**src/rtl/ssp_pkg.sv**
```systemverilog
// Constants and types shared by the synchronous serial port files.
package ssp_pkg;
	localparam int DATA_W = 16;
	localparam int ADDR_W = 12;
	localparam int CMD_BITS = 8;
	localparam logic [11:0] CTRL0_OFF = 12'h000;
	localparam logic [11:0] CTRL1_OFF = 12'h004;
	localparam logic [11:0] DATA_OFF = 12'h008;
	localparam logic [11:0] STAT_OFF = 12'h00C;
	localparam logic [11:0] PRESC_OFF = 12'h010;
	localparam int LOOP_BIT = 0;
	localparam int ENABLE_BIT = 1;
	localparam int ROLE_BIT = 2;
	localparam int SOD_BIT = 3;
	localparam int DSS_LSB = 0;
	localparam int FRF_LSB = 4;
	localparam int SCR_LSB = 8;
	localparam int ST_TFE = 0;
	localparam int ST_TNF = 1;
	localparam int ST_RNE = 2;
	localparam int ST_RFF = 3;
	localparam int ST_BSY = 4;
	localparam logic [15:0] CTRL0_RST = 16'h0000;
	localparam logic [3:0] CTRL1_RST = 4'h0;
	localparam logic [7:0] PRESC_RST = 8'h00;
	localparam logic [3:0] DSS_MIN = 4'h3;
	localparam logic [1:0] FRF_THREE_WIRE = 2'h2;
	localparam logic [1:0] RESP_OKAY = 2'h0;
	localparam logic [1:0] RESP_SLVERR = 2'h2;
	typedef enum {S_IDLE, S_SHIFT} link_state_t;
endpackage

```
**src/rtl/fifo_if.sv**
```systemverilog
// Push and pop signals between the serial port and one of its FIFOs.
`timescale 1ns/1ps
`default_nettype none
interface fifo_if #(parameter int W = 16, parameter int AW = 3);
	logic push;
	logic [W-1:0] wdata;
	logic full;
	logic pop;
	logic [W-1:0] rdata;
	logic empty;
	logic [AW:0] count;
	modport store (input push, input wdata, input pop, output full, output rdata, output empty,
		output count);
	modport user (output push, output wdata, output pop, input full, input rdata, input empty,
		input count);
endinterface
`default_nettype wire

```
**src/rtl/ssp_fifo.sv**
```systemverilog
// Synchronous FIFO used for the transmit and receive queues.
`timescale 1ns/1ps
`default_nettype none
module ssp_fifo #(
	parameter int W = 16,
	parameter int DEPTH = 8
) (
	input wire logic aclk,
	input wire logic aresetn,
	input wire logic ce,
	fifo_if.store port
);
	localparam int AW = $clog2(DEPTH);
	generate
		if (DEPTH < 2 || (1 << AW) != DEPTH)
		begin : g_bad_depth
			$error("FIFO depth must be a power of two of at least 2");
		end
	endgenerate
	logic [W-1:0] mem [DEPTH];
	logic [AW:0] wptr_reg, wptr_next, rptr_reg, rptr_next;
	logic do_push, do_pop;
	always_comb
	begin
		do_push = port.push && !port.full;
		do_pop = port.pop && !port.empty;
		wptr_next = wptr_reg + (AW+1)'(do_push);
		rptr_next = rptr_reg + (AW+1)'(do_pop);
	end
	always_ff @(posedge aclk)
	begin
		if (!aresetn)
		begin
			wptr_reg <= '0;
			rptr_reg <= '0;
		end
		else if (ce)
		begin
			wptr_reg <= wptr_next;
			rptr_reg <= rptr_next;
		end
	end
	always_ff @(posedge aclk)
	begin
		if (ce && do_push)
			mem[wptr_reg[AW-1:0]] <= port.wdata;
	end
	assign port.count = wptr_reg - rptr_reg;
	assign port.empty = (wptr_reg == rptr_reg);
	assign port.full = (port.count == (AW+1)'(DEPTH));
	assign port.rdata = mem[rptr_reg[AW-1:0]];
endmodule
`default_nettype wire

```
**src/rtl/ssp_top.sv**
```systemverilog
// Synchronous serial port: register slave, control bits, FIFOs and serial shifter.
`timescale 1ns/1ps
`default_nettype none
// Overview of operation
// RQ1: Slave output disable has no effect on the transmit pin in master role.
// RQ2: Slave role with output disable set never drives the transmit pin.
// RQ3: Slave role with output disable clear drives the transmit pin during frames.
// RQ4: Role select clear means master, set means slave.
// RQ5: Software changes role select only while the port is disabled.
// RQ6: Port enable set starts serial operation, clear stops it.
// RQ7: Software clears port enable before reprogramming control registers.
// RQ8: Loopback select feeds transmit shifter output into receive shifter input.
// RQ9: Software preserves reserved control bits and ignores their read value.
// RQ10: Reading the data port returns and removes the oldest receive entry.
// RQ11: Writing the data port stores the value into the transmit FIFO.
// RQ12: Each received word is pushed into the receive FIFO; in slave role a word that ends while the FIFO is full is dropped.
// RQ13: Transmit words are taken one at a time and shifted out.
// RQ14: Upper unused transmit bits are ignored for sizes below sixteen.
// RQ15: Software right-justifies transmit words narrower than sixteen bits.
// RQ16: Received words narrower than sixteen bits are stored right-justified.
// RQ17: Three-wire format transmits only the low eight bits of each word.
// RQ18: Three-wire format receive width follows the programmed word size.
// RQ19: Disabling the port does not flush either FIFO.
// RQ20: Software may preload the transmit FIFO before enabling the port.
// RQ21: Bit rate is clock over prescale divisor times one plus clock rate.
// RQ22: Busy shows while a frame runs or transmit data waits.
// RQ23: While disabled the shifter stays idle and accepts no frames.
module ssp_top import ssp_pkg::*; #(
	parameter int FIFO_DEPTH = 8
) (
	input wire logic aclk,
	input wire logic aresetn,
	input wire logic ce,
	input wire logic [ADDR_W-1:0] s_axi_awaddr,
	input wire logic s_axi_awvalid,
	output logic s_axi_awready,
	input wire logic [31:0] s_axi_wdata,
	input wire logic [3:0] s_axi_wstrb,
	input wire logic s_axi_wvalid,
	output logic s_axi_wready,
	output logic [1:0] s_axi_bresp,
	output logic s_axi_bvalid,
	input wire logic s_axi_bready,
	input wire logic [ADDR_W-1:0] s_axi_araddr,
	input wire logic s_axi_arvalid,
	output logic s_axi_arready,
	output logic [31:0] s_axi_rdata,
	output logic [1:0] s_axi_rresp,
	output logic s_axi_rvalid,
	input wire logic s_axi_rready,
	input wire logic sclk_in,
	output logic sclk_out,
	output logic sclk_oe,
	input wire logic frame_n_in,
	output logic frame_n_out,
	output logic frame_oe,
	input wire logic serial_rx_pin,
	output logic serial_tx_pin_out,
	output logic serial_tx_pin_oe
);
	localparam int AW = $clog2(FIFO_DEPTH);
	fifo_if #(.W(DATA_W), .AW(AW)) tx_q();
	fifo_if #(.W(DATA_W), .AW(AW)) rx_q();
	ssp_fifo #(.W(DATA_W), .DEPTH(FIFO_DEPTH)) u_tx_fifo (.aclk(aclk), .aresetn(aresetn),
		.ce(ce), .port(tx_q.store));
	ssp_fifo #(.W(DATA_W), .DEPTH(FIFO_DEPTH)) u_rx_fifo (.aclk(aclk), .aresetn(aresetn),
		.ce(ce), .port(rx_q.store));

	// Pin synchronisers: a change is accepted only once stages two and three agree.
	logic [2:0] pin_raw;
	logic [2:0] sync1_reg, sync2_reg, sync3_reg, filt_reg, filt_next;
	assign pin_raw = {serial_rx_pin, frame_n_in, sclk_in};
	genvar gi;
	generate
		for (gi = 0; gi < 3; gi++)
		begin : g_sync
			always_comb
			begin
				filt_next[gi] = (sync2_reg[gi] == sync3_reg[gi]) ? sync3_reg[gi] : filt_reg[gi];
			end
			always_ff @(posedge aclk)
			begin
				if (!aresetn)
				begin
					// Stages reset to the pin's idle level so that no false edge follows reset.
					sync1_reg[gi] <= (gi == 0) ? 1'b0 : 1'b1;
					sync2_reg[gi] <= (gi == 0) ? 1'b0 : 1'b1;
					sync3_reg[gi] <= (gi == 0) ? 1'b0 : 1'b1;
					filt_reg[gi] <= (gi == 0) ? 1'b0 : 1'b1;
				end
				else if (ce)
				begin
					sync1_reg[gi] <= pin_raw[gi];
					sync2_reg[gi] <= sync1_reg[gi];
					sync3_reg[gi] <= sync2_reg[gi];
					filt_reg[gi] <= filt_next[gi];
				end
			end
		end
	endgenerate

	// Register bus state.
	logic awready_reg, awready_next, wready_reg, wready_next, bvalid_reg, bvalid_next;
	logic arready_reg, arready_next, rvalid_reg, rvalid_next;
	logic [1:0] bresp_reg, bresp_next, rresp_reg, rresp_next;
	logic [31:0] rdata_reg, rdata_next, wdata_reg, wdata_next, strb_mask;
	logic [ADDR_W-1:0] awaddr_reg, awaddr_next;
	logic [15:0] ctrl0_reg, ctrl0_next;
	logic [3:0] ctrl1_reg, ctrl1_next;
	logic [7:0] presc_reg, presc_next;
	logic rd_take, wr_fire, link_busy;
	logic [31:0] rd_word;
	logic [1:0] rd_resp;
	link_state_t state_reg, state_next;

	assign rd_take = s_axi_arvalid && arready_reg;
	assign wr_fire = !awready_reg && !wready_reg && !bvalid_reg;
	assign link_busy = (state_reg != S_IDLE) || !tx_q.empty; // RQ22

	always_comb
	begin
		rd_resp = RESP_OKAY;
		rd_word = 32'h0000_0000;
		if (s_axi_araddr == CTRL0_OFF)
			rd_word = {16'h0000, ctrl0_reg};
		else if (s_axi_araddr == CTRL1_OFF)
			rd_word = {28'h000_0000, ctrl1_reg};
		else if (s_axi_araddr == DATA_OFF)
			rd_word = rx_q.empty ? 32'h0000_0000 : {16'h0000, rx_q.rdata}; // RQ10
		else if (s_axi_araddr == STAT_OFF)
			rd_word = {27'h000_0000, link_busy, rx_q.full, !rx_q.empty, !tx_q.full, tx_q.empty};
		else if (s_axi_araddr == PRESC_OFF)
			rd_word = {24'h00_0000, presc_reg};
		else
			rd_resp = RESP_SLVERR;
	end

	always_comb
	begin
		awready_next = awready_reg;
		wready_next = wready_reg;
		bvalid_next = bvalid_reg;
		bresp_next = bresp_reg;
		awaddr_next = awaddr_reg;
		wdata_next = wdata_reg;
		arready_next = arready_reg;
		rvalid_next = rvalid_reg;
		rresp_next = rresp_reg;
		rdata_next = rdata_reg;
		ctrl0_next = ctrl0_reg;
		ctrl1_next = ctrl1_reg;
		presc_next = presc_reg;
		tx_q.push = 1'b0;
		tx_q.wdata = wdata_reg[15:0];
		rx_q.pop = 1'b0;
		strb_mask = {{8{s_axi_wstrb[3]}}, {8{s_axi_wstrb[2]}}, {8{s_axi_wstrb[1]}},
			{8{s_axi_wstrb[0]}}};
		if (s_axi_awvalid && awready_reg)
		begin
			awready_next = 1'b0;
			awaddr_next = s_axi_awaddr;
		end
		if (s_axi_wvalid && wready_reg)
		begin
			wready_next = 1'b0;
			wdata_next = s_axi_wdata & strb_mask;
		end
		if (wr_fire)
		begin
			bvalid_next = 1'b1;
			bresp_next = RESP_OKAY;
			if (awaddr_reg == CTRL0_OFF)
				ctrl0_next = wdata_reg[15:0];
			else if (awaddr_reg == CTRL1_OFF)
				ctrl1_next = wdata_reg[3:0]; // RQ4 RQ6
			else if (awaddr_reg == DATA_OFF)
				tx_q.push = 1'b1; // RQ11 RQ20
			else if (awaddr_reg == PRESC_OFF)
				presc_next = {wdata_reg[7:1], 1'b0};
			else if (awaddr_reg != STAT_OFF)
				bresp_next = RESP_SLVERR;
		end
		if (bvalid_reg && s_axi_bready)
		begin
			bvalid_next = 1'b0;
			awready_next = 1'b1;
			wready_next = 1'b1;
		end
		if (rd_take)
		begin
			arready_next = 1'b0;
			rvalid_next = 1'b1;
			rdata_next = rd_word;
			rresp_next = rd_resp;
			rx_q.pop = (s_axi_araddr == DATA_OFF); // RQ10
		end
		if (rvalid_reg && s_axi_rready)
		begin
			rvalid_next = 1'b0;
			arready_next = 1'b1;
		end
	end

	always_ff @(posedge aclk)
	begin
		if (!aresetn)
		begin
			awready_reg <= 1'b1;
			wready_reg <= 1'b1;
			bvalid_reg <= 1'b0;
			bresp_reg <= RESP_OKAY;
			awaddr_reg <= '0;
			wdata_reg <= 32'h0000_0000;
			arready_reg <= 1'b1;
			rvalid_reg <= 1'b0;
			rresp_reg <= RESP_OKAY;
			rdata_reg <= 32'h0000_0000;
			ctrl0_reg <= CTRL0_RST;
			ctrl1_reg <= CTRL1_RST;
			presc_reg <= PRESC_RST;
		end
		else if (ce)
		begin
			awready_reg <= awready_next;
			wready_reg <= wready_next;
			bvalid_reg <= bvalid_next;
			bresp_reg <= bresp_next;
			awaddr_reg <= awaddr_next;
			wdata_reg <= wdata_next;
			arready_reg <= arready_next;
			rvalid_reg <= rvalid_next;
			rresp_reg <= rresp_next;
			rdata_reg <= rdata_next;
			ctrl0_reg <= ctrl0_next;
			ctrl1_reg <= ctrl1_next;
			presc_reg <= presc_next;
		end
	end
	assign s_axi_awready = awready_reg;
	assign s_axi_wready = wready_reg;
	assign s_axi_bvalid = bvalid_reg;
	assign s_axi_bresp = bresp_reg;
	assign s_axi_arready = arready_reg;
	assign s_axi_rvalid = rvalid_reg;
	assign s_axi_rresp = rresp_reg;
	assign s_axi_rdata = rdata_reg;

	// Serial link. Only clock polarity and phase zero are served by this shifter.
	logic enable, role, slave_out_disable, loop_sel, three_wire, rx_bit, rise_evt, fall_evt, tick;
	logic [4:0] word_len, tx_len, rx_start, total_len, cnt_reg, cnt_next;
	logic [15:0] tx_shift_reg, tx_shift_next, rx_shift_reg, rx_shift_next, half_period, div_reg;
	logic [15:0] div_next;
	logic [6:0] presc_half;
	logic sclk_reg, sclk_next, frame_n_reg, frame_n_next, tx_out_reg, tx_out_next;
	logic tx_oe_reg, tx_oe_next, pin_oe_reg, pin_oe_next, start;
	assign enable = ctrl1_reg[ENABLE_BIT];
	assign role = ctrl1_reg[ROLE_BIT]; // RQ4
	assign slave_out_disable = ctrl1_reg[SOD_BIT];
	assign loop_sel = ctrl1_reg[LOOP_BIT];
	assign three_wire = (ctrl0_reg[FRF_LSB +: 2] == FRF_THREE_WIRE);
	// Reserved small sizes fall back to the smallest legal size.
	assign word_len = (ctrl0_reg[DSS_LSB +: 4] < DSS_MIN) ? 5'd4
		: {1'b0, ctrl0_reg[DSS_LSB +: 4]} + 5'd1;
	assign tx_len = three_wire ? 5'(CMD_BITS) : word_len; // RQ17
	assign rx_start = three_wire ? 5'(CMD_BITS) : 5'd0;
	assign total_len = rx_start + word_len; // RQ18
	// A zero divisor would stall the master, so it is treated as the minimum of two.
	assign presc_half = (presc_reg[7:1] == 7'h00) ? 7'h01 : presc_reg[7:1];
	assign half_period = 16'(presc_half) * (16'(ctrl0_reg[SCR_LSB +: 8]) + 16'd1); // RQ21
	assign tick = !role && (div_reg == half_period - 16'd1);
	assign rx_bit = loop_sel ? tx_out_reg : filt_reg[2]; // RQ8

	always_comb
	begin
		state_next = state_reg;
		cnt_next = cnt_reg;
		tx_shift_next = tx_shift_reg;
		rx_shift_next = rx_shift_reg;
		div_next = 16'h0000;
		sclk_next = sclk_reg;
		tx_q.pop = 1'b0;
		rx_q.push = 1'b0;
		rx_q.wdata = rx_shift_reg; // RQ16
		rise_evt = role ? (!filt_reg[0] && filt_next[0]) : (tick && !sclk_reg);
		fall_evt = role ? (filt_reg[0] && !filt_next[0]) : (tick && sclk_reg);
		// The master waits for receive room so that no received word is lost.
		start = role ? (filt_reg[1] && !filt_next[1]) : (!tx_q.empty && !rx_q.full);
		case (state_reg)
			S_IDLE:
			begin
				sclk_next = 1'b0;
				if (enable && start) // RQ23
				begin
					state_next = S_SHIFT;
					cnt_next = 5'd0;
					rx_shift_next = 16'h0000;
					tx_q.pop = 1'b1; // RQ13
					tx_shift_next = tx_q.empty ? 16'h0000 : tx_q.rdata << (5'd16 - tx_len); // RQ14
				end
			end
			S_SHIFT:
			begin
				div_next = tick ? 16'h0000 : div_reg + 16'd1;
				if (tick)
					sclk_next = !sclk_reg;
				if (rise_evt && cnt_reg >= rx_start)
					rx_shift_next = {rx_shift_reg[14:0], rx_bit};
				if (fall_evt)
				begin
					if (cnt_reg == total_len - 5'd1)
					begin
						state_next = S_IDLE;
						rx_q.push = 1'b1; // RQ12
					end
					else
					begin
						cnt_next = cnt_reg + 5'd1;
						tx_shift_next = {tx_shift_reg[14:0], 1'b0};
					end
				end
				if (!enable || (role && filt_next[1])) // RQ6 RQ23
				begin
					// A cut frame is dropped, never pushed half received.
					state_next = S_IDLE;
					rx_q.push = 1'b0;
				end
			end
			default: state_next = S_IDLE;
		endcase
		tx_out_next = tx_shift_next[15];
		tx_oe_next = (state_next == S_SHIFT) && (cnt_next < tx_len) && (!role || !slave_out_disable); // RQ1 RQ2 RQ3
		frame_n_next = !(state_next == S_SHIFT && !role);
		pin_oe_next = enable && !role;
	end

	always_ff @(posedge aclk)
	begin
		if (!aresetn)
		begin
			state_reg <= S_IDLE;
			cnt_reg <= 5'd0;
			tx_shift_reg <= 16'h0000;
			rx_shift_reg <= 16'h0000;
			div_reg <= 16'h0000;
			sclk_reg <= 1'b0;
			frame_n_reg <= 1'b1;
			tx_out_reg <= 1'b0;
			tx_oe_reg <= 1'b0;
			pin_oe_reg <= 1'b0;
		end
		else if (ce)
		begin
			state_reg <= state_next;
			cnt_reg <= cnt_next;
			tx_shift_reg <= tx_shift_next;
			rx_shift_reg <= rx_shift_next;
			div_reg <= div_next;
			sclk_reg <= sclk_next;
			frame_n_reg <= frame_n_next;
			tx_out_reg <= tx_out_next;
			tx_oe_reg <= tx_oe_next;
			pin_oe_reg <= pin_oe_next;
		end
	end
	assign sclk_out = sclk_reg;
	assign sclk_oe = pin_oe_reg;
	assign frame_n_out = frame_n_reg;
	assign frame_oe = pin_oe_reg;
	assign serial_tx_pin_out = tx_out_reg;
	assign serial_tx_pin_oe = tx_oe_reg;

	property p_sod_quiet; // RQ2
		@(posedge aclk) disable iff (!aresetn) (ce && role && slave_out_disable) |=> !serial_tx_pin_oe;
	endproperty
	a_sod_quiet: assert property (p_sod_quiet) else $error("slave drove tx with output disabled"); // RQ2
	property p_master_drives; // RQ1
		@(posedge aclk) disable iff (!aresetn)
			(ce && !role && state_reg == S_SHIFT && state_next == S_SHIFT && cnt_next < tx_len)
			|=> serial_tx_pin_oe;
	endproperty
	a_master_drives: assert property (p_master_drives) else $error("master tx not driven"); // RQ1
	property p_slave_drives; // RQ3
		@(posedge aclk) disable iff (!aresetn)
			(ce && role && !slave_out_disable && state_next == S_SHIFT && cnt_next < tx_len) |=> serial_tx_pin_oe;
	endproperty
	a_slave_drives: assert property (p_slave_drives) else $error("slave tx not driven"); // RQ3
	property p_disabled_idle; // RQ23
		@(posedge aclk) disable iff (!aresetn) (ce && !enable) |=> state_reg == S_IDLE;
	endproperty
	a_disabled_idle: assert property (p_disabled_idle) else $error("shifter active while off"); // RQ23
	property p_read_pops; // RQ10
		@(posedge aclk) disable iff (!aresetn)
			(ce && rd_take && s_axi_araddr == DATA_OFF && !rx_q.empty && !rx_q.push)
			|=> rx_q.count == $past(rx_q.count) - (AW+1)'(1);
	endproperty
	a_read_pops: assert property (p_read_pops) else $error("data read did not pop"); // RQ10
	property p_write_pushes; // RQ11
		@(posedge aclk) disable iff (!aresetn)
			(ce && wr_fire && awaddr_reg == DATA_OFF && !tx_q.full && !tx_q.pop)
			|=> tx_q.count == $past(tx_q.count) + (AW+1)'(1);
	endproperty
	a_write_pushes: assert property (p_write_pushes) else $error("data write did not push"); // RQ11
	property p_no_flush; // RQ19
		@(posedge aclk) disable iff (!aresetn)
			(ce && !enable && !tx_q.push && !rx_q.pop) |=> $stable(tx_q.count) && $stable(rx_q.count);
	endproperty
	a_no_flush: assert property (p_no_flush) else $error("FIFO changed while disabled"); // RQ19
	property p_busy_read; // RQ22
		@(posedge aclk) disable iff (!aresetn)
			(ce && rd_take && s_axi_araddr == STAT_OFF && link_busy) |=> s_axi_rdata[ST_BSY];
	endproperty
	a_busy_read: assert property (p_busy_read) else $error("busy not reported"); // RQ22
	property p_half_period; // RQ21
		@(posedge aclk) disable iff (!aresetn)
			(ce && !role && state_reg == S_SHIFT && div_reg > half_period) |-> 1'b0;
	endproperty
	a_half_period: assert property (p_half_period) else $error("divider overran half period"); // RQ21
endmodule
`default_nettype wire

```
**config.mk**
```make
export PLATFORM = sky130hd
export DESIGN_NAME = ssp_top
export DESIGN_NICKNAME = d
export VERILOG_FILES = /design/src/rtl/ssp_pkg.sv /design/src/rtl/fifo_if.sv /design/src/rtl/ssp_fifo.sv /design/src/rtl/ssp_top.sv
export SDC_FILE = /design/constraint.sdc
export NUM_CORES = 1
export LEC_CHECK = 0
export ABC_AREA = 1
export CORE_MARGIN = 2
export CORE_UTILIZATION = 45
export DETAILED_ROUTE_END_ITERATION = 10
export DONT_BUFFER_PORTS = 1
export SYNTH_ARGS = -nofsm -noshare
export SYNTH_HDL_FRONTEND = slang
export SYNTH_SLANG_ARGS = --single-unit
```
**constraint.sdc**
```tcl
create_clock -name aclk -period 9.45 [get_ports aclk]
set_input_delay 1.4175 -clock aclk [delete_from_list [all_inputs] [get_ports aclk]]
set_output_delay 1.4175 -clock aclk [all_outputs]
set_load 0.02 [all_outputs]
```
==> flow_summary.json, run 1 <==
{
  "status": "finished clean",
  "cp.arrival_ns": 7.80,
  "min_path_type": "flip-flop to flip-flop",
  "vias": 17012,
  "maxSlewHeadroom": 0.221,
  "total_power_mw": 4.37,
  "yosysUniqueCellTypes": 59,
  "worst-setup-path-type": "flip-flop to flip-flop",
  "yosysMostFrequentCell": "nand2_1",
  "critPathLaunch": "ctrl0_reg[8]$_SDFFE_PN0P_",
  "core_area_mm2": 0.0491,
  "place_congestion": 0.867,
  "seq_area_frac_synth": 0.522,
  "cp_data_required_time_ns": 9.89,
  "grt_pass1_vias": 16349,
  "synth-main-ff-cell": "edfxtp_1",
  "async_flop_share": 0,
  "clock_path_buffers": 3,
  "hold_violations": 0,
  "grt_first_pass_wirelength_um": 89500,
  "cp_common_cell": "nand2_1",
  "maxSlewViolCount": 0,
  "critPathMaxFanout": 8,
  "period_share": 0.780,
  "setup_ws_ns": 2.08,
  "fin_cells": 3160,
  "yosys.area.top_type_share": 0.343,
  "hold_depth": 2,
  "cts_root_buf": "clkbuf_16",
  "port_buffers": 0,
  "synth_top_area_cell": "edfxtp_1",
  "ys_ff_latch": 457,
  "reg2reg_to": "serial_tx_pin_oe$_SDFFE_PN0P_",
  "post_drt_via_cell_ratio": 5.38,
  "first_pass_iters": 5,
  "layout-drive-gt1-share": 0.0749,
  "cp-end-kind": "flip-flop",
  "p_per_area_mw_per_mm2": 178,
  "post_cts_resized": 0,
  "syn-cell-area_mm2": 0.0224,
  "diodes": 0,
  "grt_use_total": 0.223,
  "dp_cells": 3072,
  "rsz0062_at_grt": "false",
  "drv_cap": 0,
  "cts_buffers": 48,
  "antenna_found_initial": 0,
  "clk_latency_ns": 0.60,
  "fin_crit_ns": 7.37,
  "drc_errors": 0,
  "worstSetupEndpoint": "serial_tx_pin_oe$_SDFFE_PN0P_",
  "die_area_mm2": 0.0516,
  "synth_edf_count": 256,
  "p_leak_nw": 9.45,
  "cts_tree": "built",
  "crit_path_start_kind": "flip-flop",
  "max_freq_mhz": 136,
  "yosys_warnings": 0,
  "htree_levels": 2,
  "r2r-start": "ctrl0_reg[8]$_SDFFE_PN0P_",
  "nets": 2636,
  "syn_inst": 2490,
  "tightest_slew_ns": 1.17,
  "slowest_stage": "fa_1",
  "yosys-top-cells-count": "nand2_1, edfxtp_1, nor2_1",
  "cts_setup_buffers": 0,
  "gr-total-overflow": 0,
  "ys_top_cells_by_area": "edfxtp_1, dfxtp_1, nand2_1",
  "clkSinkCount": 457,
  "final_util": 0.501,
  "die_x_um": 227,
  "skew_ns": 0.0471,
  "rows": 81,
  "io_pins": 118,
  "drtIter0Drc": 1388,
  "die_h_um": 227,
  "grt_max_degree": 87,
  "place_hpwl_um": 37800,
  "rr_worst_depth": 37,
  "postRouteAntennaNets": 0,
  "ctsHoldBuffers": 0,
  "setup_violations": 0,
  "area_growth_pct": 9.65,
  "syn_area_per_cell_um2": 9.00,
  "wl_per_cell_um": 17.9,
  "reg2reg_slack_ns": 2.08,
  "dp_worst_setup_slack_ns": 2.11,
  "vdd_drop_max_uv": 140,
  "drt-total-wl_um": 56600,
  "crit_path_max_incr_delay_ns": 0.57,
  "start_util": 0.457,
  "fin_tns_setup_ns": 0,
  "clk_pin_slew_ns": 0.06
}
[layout by cell type, fill, tap and decap left out, drive strengths merged, types with 67 or more instances in the layout]
| cell | netlist | final |
|---|---|---|
| ha | 67 | 67 |
| edfxtp | 256 | 256 |
| inv | 253 | 258 |
| dfxtp | 201 | 201 |
| nor2 | 259 | 259 |
| nand3 | 116 | 116 |
| o21ai | 176 | 176 |
| a21oi | 146 | 146 |
| nor3 | 77 | 77 |
| nand2 | 528 | 528 |
[through the flow]
| step | instance area [µm²] | hold WS, ns |
|---|---|---|
| after detailed placement | 23000 | 0.430 |
| after floorplan | 22500 | 0.419 |
| final | 24600 | 0.440 |
| after CTS | 24600 | 0.441 |
| after global placement | 23000 | 0.427 |
| after global routing | 24600 | 0.458 |
[worst min path at each step]
stage | start | to | slack, ns
floorplan | state_reg[29]$_SDFFE_PN0P_ | state_reg[29]$_SDFFE_PN0P_ | 0.42
global placement | state_reg[3]$_SDFFE_PN0P_ | state_reg[3]$_SDFFE_PN0P_ | 0.43
detailed placement | state_reg[2]$_SDFFE_PN0P_ | state_reg[2]$_SDFFE_PN0P_ | 0.43
CTS | state_reg[2]$_SDFFE_PN0P_ | state_reg[2]$_SDFFE_PN0P_ | 0.44
global route | state_reg[2]$_SDFFE_PN0P_ | state_reg[2]$_SDFFE_PN0P_ | 0.46
finish | state_reg[5]$_SDFFE_PN0P_ | state_reg[5]$_SDFFE_PN0P_ | 0.44
[layout make-up]
type / count / area [µm²]
fillers: 4644 / 24500
repair buffers: 28 / 210
flip-flops and latches: 457 / 11700
clock buffers: 64 / 1350
inverters: 262 / 993
well taps: 664 / 831
multi-input cells: 1661 / 9240
clock inverters: 24 / 243
[critical path, delay by kind of cell, from the launching register on]
family / cells / cell delay (ns)
AND/OR/NAND/NOR: 21 / 2.89
adder cells (fa/ha/maj): 6 / 2.64
flip-flops: 1 / 0.42
AO/OA/AOI/OAI: 4 / 0.70
buffers and inverters: 6 / 0.57
[metal layers]
layer	GRT usage	vias to the layer above	routed length, µm
li1	-	8315	-
met1	0.310	8190	26000
met2	0.356	414	25500
met3	0.0409	93	3540
met4	0.0658	0	1520
met5	0	-	0
[kinds of logic (layout without fill, tap and decap cells)]
| family | count (synthesis) | in the layout | synth area share |
|---|---|---|---|
| multiplexers | 5 | 5 | 0.00223 |
| AO/OA/AOI/OAI | 458 | 458 | 0.117 |
| flip-flops | 457 | 457 | 0.522 |
| other | 1 | 18 | 0.000167 |
| XOR/XNOR | 42 | 42 | 0.0171 |
| buffers and inverters | 389 | 378 | 0.0709 |
| adder cells (fa/ha/maj) | 107 | 107 | 0.0731 |
| AND/OR/NAND/NOR | 1031 | 1031 | 0.197 |
[report_power, final]
part | total [mW] | leakage, nW | switching [mW] | internal [mW]
Sequential | 2.16 | 4.10 | 0.0449 | 2.12
Clock | 1.89 | 0.776 | 0.795 | 1.09
Combinational | 0.318 | 4.57 | 0.222 | 0.0959
Power figures use the tool's default switching activity.
==> run 2: changes to the inputs <==
==> constraint.sdc (replaced) <==
create_clock -name aclk -period 7.6 [get_ports aclk]
set_input_delay 1.14 -clock aclk [delete_from_list [all_inputs] [get_ports aclk]]
set_output_delay 1.14 -clock aclk [all_outputs]
set_load 0.02 [all_outputs]
==> run 2 against run 1 <==
  * Flip-flop and latch count stayed put
  * Clock skew decreased by 0.019 ns
  * Total power is 28% higher
  * Hold slack got worse by 0.0013 ns
  * Critical path depth shrank 1
  * Register-to-register slack worse by 1.4 ns
  * Non-clock buffer count rose by 2
  * Highest routed layer unchanged
  * Core utilization up 0.30 points
  * First-iteration DRC count is 13% lower
  * Design area rose by 0.60%
  * Setup slack got worse by 1.4 ns
  * Critical path type unchanged
  * Maximum frequency rose by 6.9%
==> flow_summary.json, run 2 (synthesis results as in run 1) <==
{
  "status": "finished clean",
  "skew_ns": 0.0278,
  "clk_latency_ns": 0.60,
  "post_drt_via_cell_ratio": 5.34,
  "cp.arrival_ns": 7.39,
  "internal_power_mw": 4.25,
  "max_freq_mhz": 145,
  "grt_pass1_vias": 15750,
  "htree_levels": 2,
  "maxSlewHeadroom": 0.169,
  "postRouteAntennaNets": 0,
  "cp-end-kind": "flip-flop",
  "crit_path_start_kind": "flip-flop",
  "maxSlewViolCount": 0,
  "layout_common_cells": "nand2_1, edfxtp_1, nor2_1",
  "p_per_area_mw_per_mm2": 226,
  "fill_cells": 4595,
  "power_switching_mw": 1.33,
  "hold_violations": 0,
  "r2r-start": "ctrl0_reg[8]$_SDFFE_PN0P_",
  "layout_commonest_cell": "nand2_1",
  "worstHoldStart": "state_reg[16]$_SDFFE_PN0P_",
  "port_buffers": 0,
  "p_clk_frac": 0.447,
  "min_path_type": "flip-flop to flip-flop",
  "dp_cells": 3074,
  "io_pins": 118,
  "start_util": 0.457,
  "p_comb_frac": 0.071,
  "ctsHoldBuffers": 0,
  "reg2reg_slack_ns": 0.71,
  "fin_crit_ns": 6.89,
  "antenna_found_initial": 0,
  "tightest_slew_ns": 1.24,
  "clkSinkCount": 457,
  "grt_first_pass_wirelength_um": 88800,
  "worst-setup-path-type": "flip-flop to flip-flop",
  "period_share": 0.907,
  "nets": 2639,
  "cp_common_cell": "nand2_1",
  "wl_per_cell_um": 18.1,
  "cp_top_family": "adder cells",
  "fin_cells": 3165,
  "vdd_drop_max_uv": 200,
  "first_pass_iters": 5,
  "reg2reg_to": "serial_tx_pin_oe$_SDFFE_PN0P_",
  "core_area_mm2": 0.0491,
  "critPathMaxFanout": 8,
  "die_x_um": 227,
  "drtIter0Drc": 1213,
  "rr_worst_depth": 36,
  "slowest_stage": "fa_1",
  "cts_buffers": 49,
  "grt_use_total": 0.224,
  "vias": 16890,
  "diodes": 0,
  "place_hpwl_um": 38200,
  "crit_buf_inv": 7,
  "holdPathEnd": "state_reg[16]$_SDFFE_PN0P_",
  "die_h_um": 227,
  "drt-total-wl_um": 57200,
  "hold_depth": 2,
  "p_seq_frac": 0.482,
  "clk_pin_slew_ns": 0.06,
  "rsz0062_at_grt": "false",
  "fin_tns_setup_ns": 0,
  "place_congestion": 0.875,
  "switching_share": 0.239,
  "cts_tree": "built",
  "drc_errors": 0,
  "cp_data_required_time_ns": 8.10,
  "grt_max_degree": 87,
  "p_leak_nw": 9.54,
  "area_growth_pct": 10.3,
  "clock_path_buffers": 3,
  "critPathLaunch": "ctrl0_reg[8]$_SDFFE_PN0P_",
  "die_area_mm2": 0.0516,
  "crit_path_max_incr_delay_ns": 0.56,
  "layout-drive-gt1-share": 0.0792,
  "setup_violations": 0,
  "rows": 81,
  "cts_root_buf": "clkbuf_16",
  "drv_cap": 0,
  "gr-total-overflow": 0
}
==> run 2: final cells by class <==
class / count / area (µm²) / share of cell area
inverter: 262 / 993 / 0.0402
clock inverter: 28 / 337 / 0.0136
timing repair buffer: 30 / 225 / 0.00911
multi-input combinational: 1661 / 9240 / 0.374
sequential: 457 / 11700 / 0.474
tap: 664 / 831 / 0.0336
clock buffer: 63 / 1380 / 0.0558
==> run 2: worst reg2reg max path: cells and delay by family, from the launching register on <==
family	cells	cell delay, ns
adders and majority gates	6	2.64
and+or+nand+nor	18	2.27
AOI/OAI and AO/OA	5	0.90
buffers and inverters	7	0.65
DFF	1	0.32
==> run 2: what timing repair did <==
item	4_1_cts	5_1_grt
endpoints found under the hold margin	0	0
buffers inserted	0	0
setup endpoints to repair	0	1
gates resized for setup	0	1
==> run 2: worst max-delay path by stage <==
stage / slack, ns / depth (start not counted) / endpoint
after detailed placement: 0.66 / 37 / serial_tx_pin_oe$_SDFFE_PN0P_
after global routing: 0.07 / 37 / serial_tx_pin_oe$_SDFFE_PN0P_
after CTS: 0.65 / 37 / serial_tx_pin_oe$_SDFFE_PN0P_
final: 0.71 / 36 / serial_tx_pin_oe$_SDFFE_PN0P_
after global placement: 0.75 / 37 / serial_tx_pin_oe$_SDFFE_PN0P_
after floorplan: 0.94 / 30 / u_rx_fifo.mem[4][0]$_DFFE_PP_
==> run 2: per-stage QoR <==
| stage | total power [mW] | area (µm²) | hold WS [ns] | worst slack [ns] | util |
|---|---|---|---|---|---|
| after global placement | 3.13 | 23000 | 0.428 | 0.751 | 0.469 |
| after CTS | 5.63 | 24700 | 0.440 | 0.649 | 0.504 |
| after detailed placement | 3.14 | 23000 | 0.430 | 0.662 | 0.469 |
| after floorplan | 3.04 | 22500 | 0.419 | 0.943 | - |
| final | 5.58 | 24700 | 0.439 | 0.709 | 0.504 |
| after global routing | 5.78 | 24700 | 0.456 | 0.0713 | 0.504 |
==> run 2: routing by layer <==
layer	global-route usage	wire, µm	vias up	part of all wire
li1	-	-	8327	-
met1	0.323	26900	8046	0.47
met2	0.344	25300	425	0.44
met3	0.0355	3330	92	0.058
met4	0.0744	1660	0	0.029
met5	0	0	-	0
==> run 2: power groups by stage <==
stage / clock (mW) / combinational, mW / sequential, mW
final: 2.50 / 0.394 / 2.69
after global routing: 2.64 / 0.444 / 2.70
after CTS: 2.55 / 0.393 / 2.69
after detailed placement: 0 / 0.391 / 2.74
after global placement: 0 / 0.384 / 2.74
after floorplan: 0 / 0.315 / 2.72
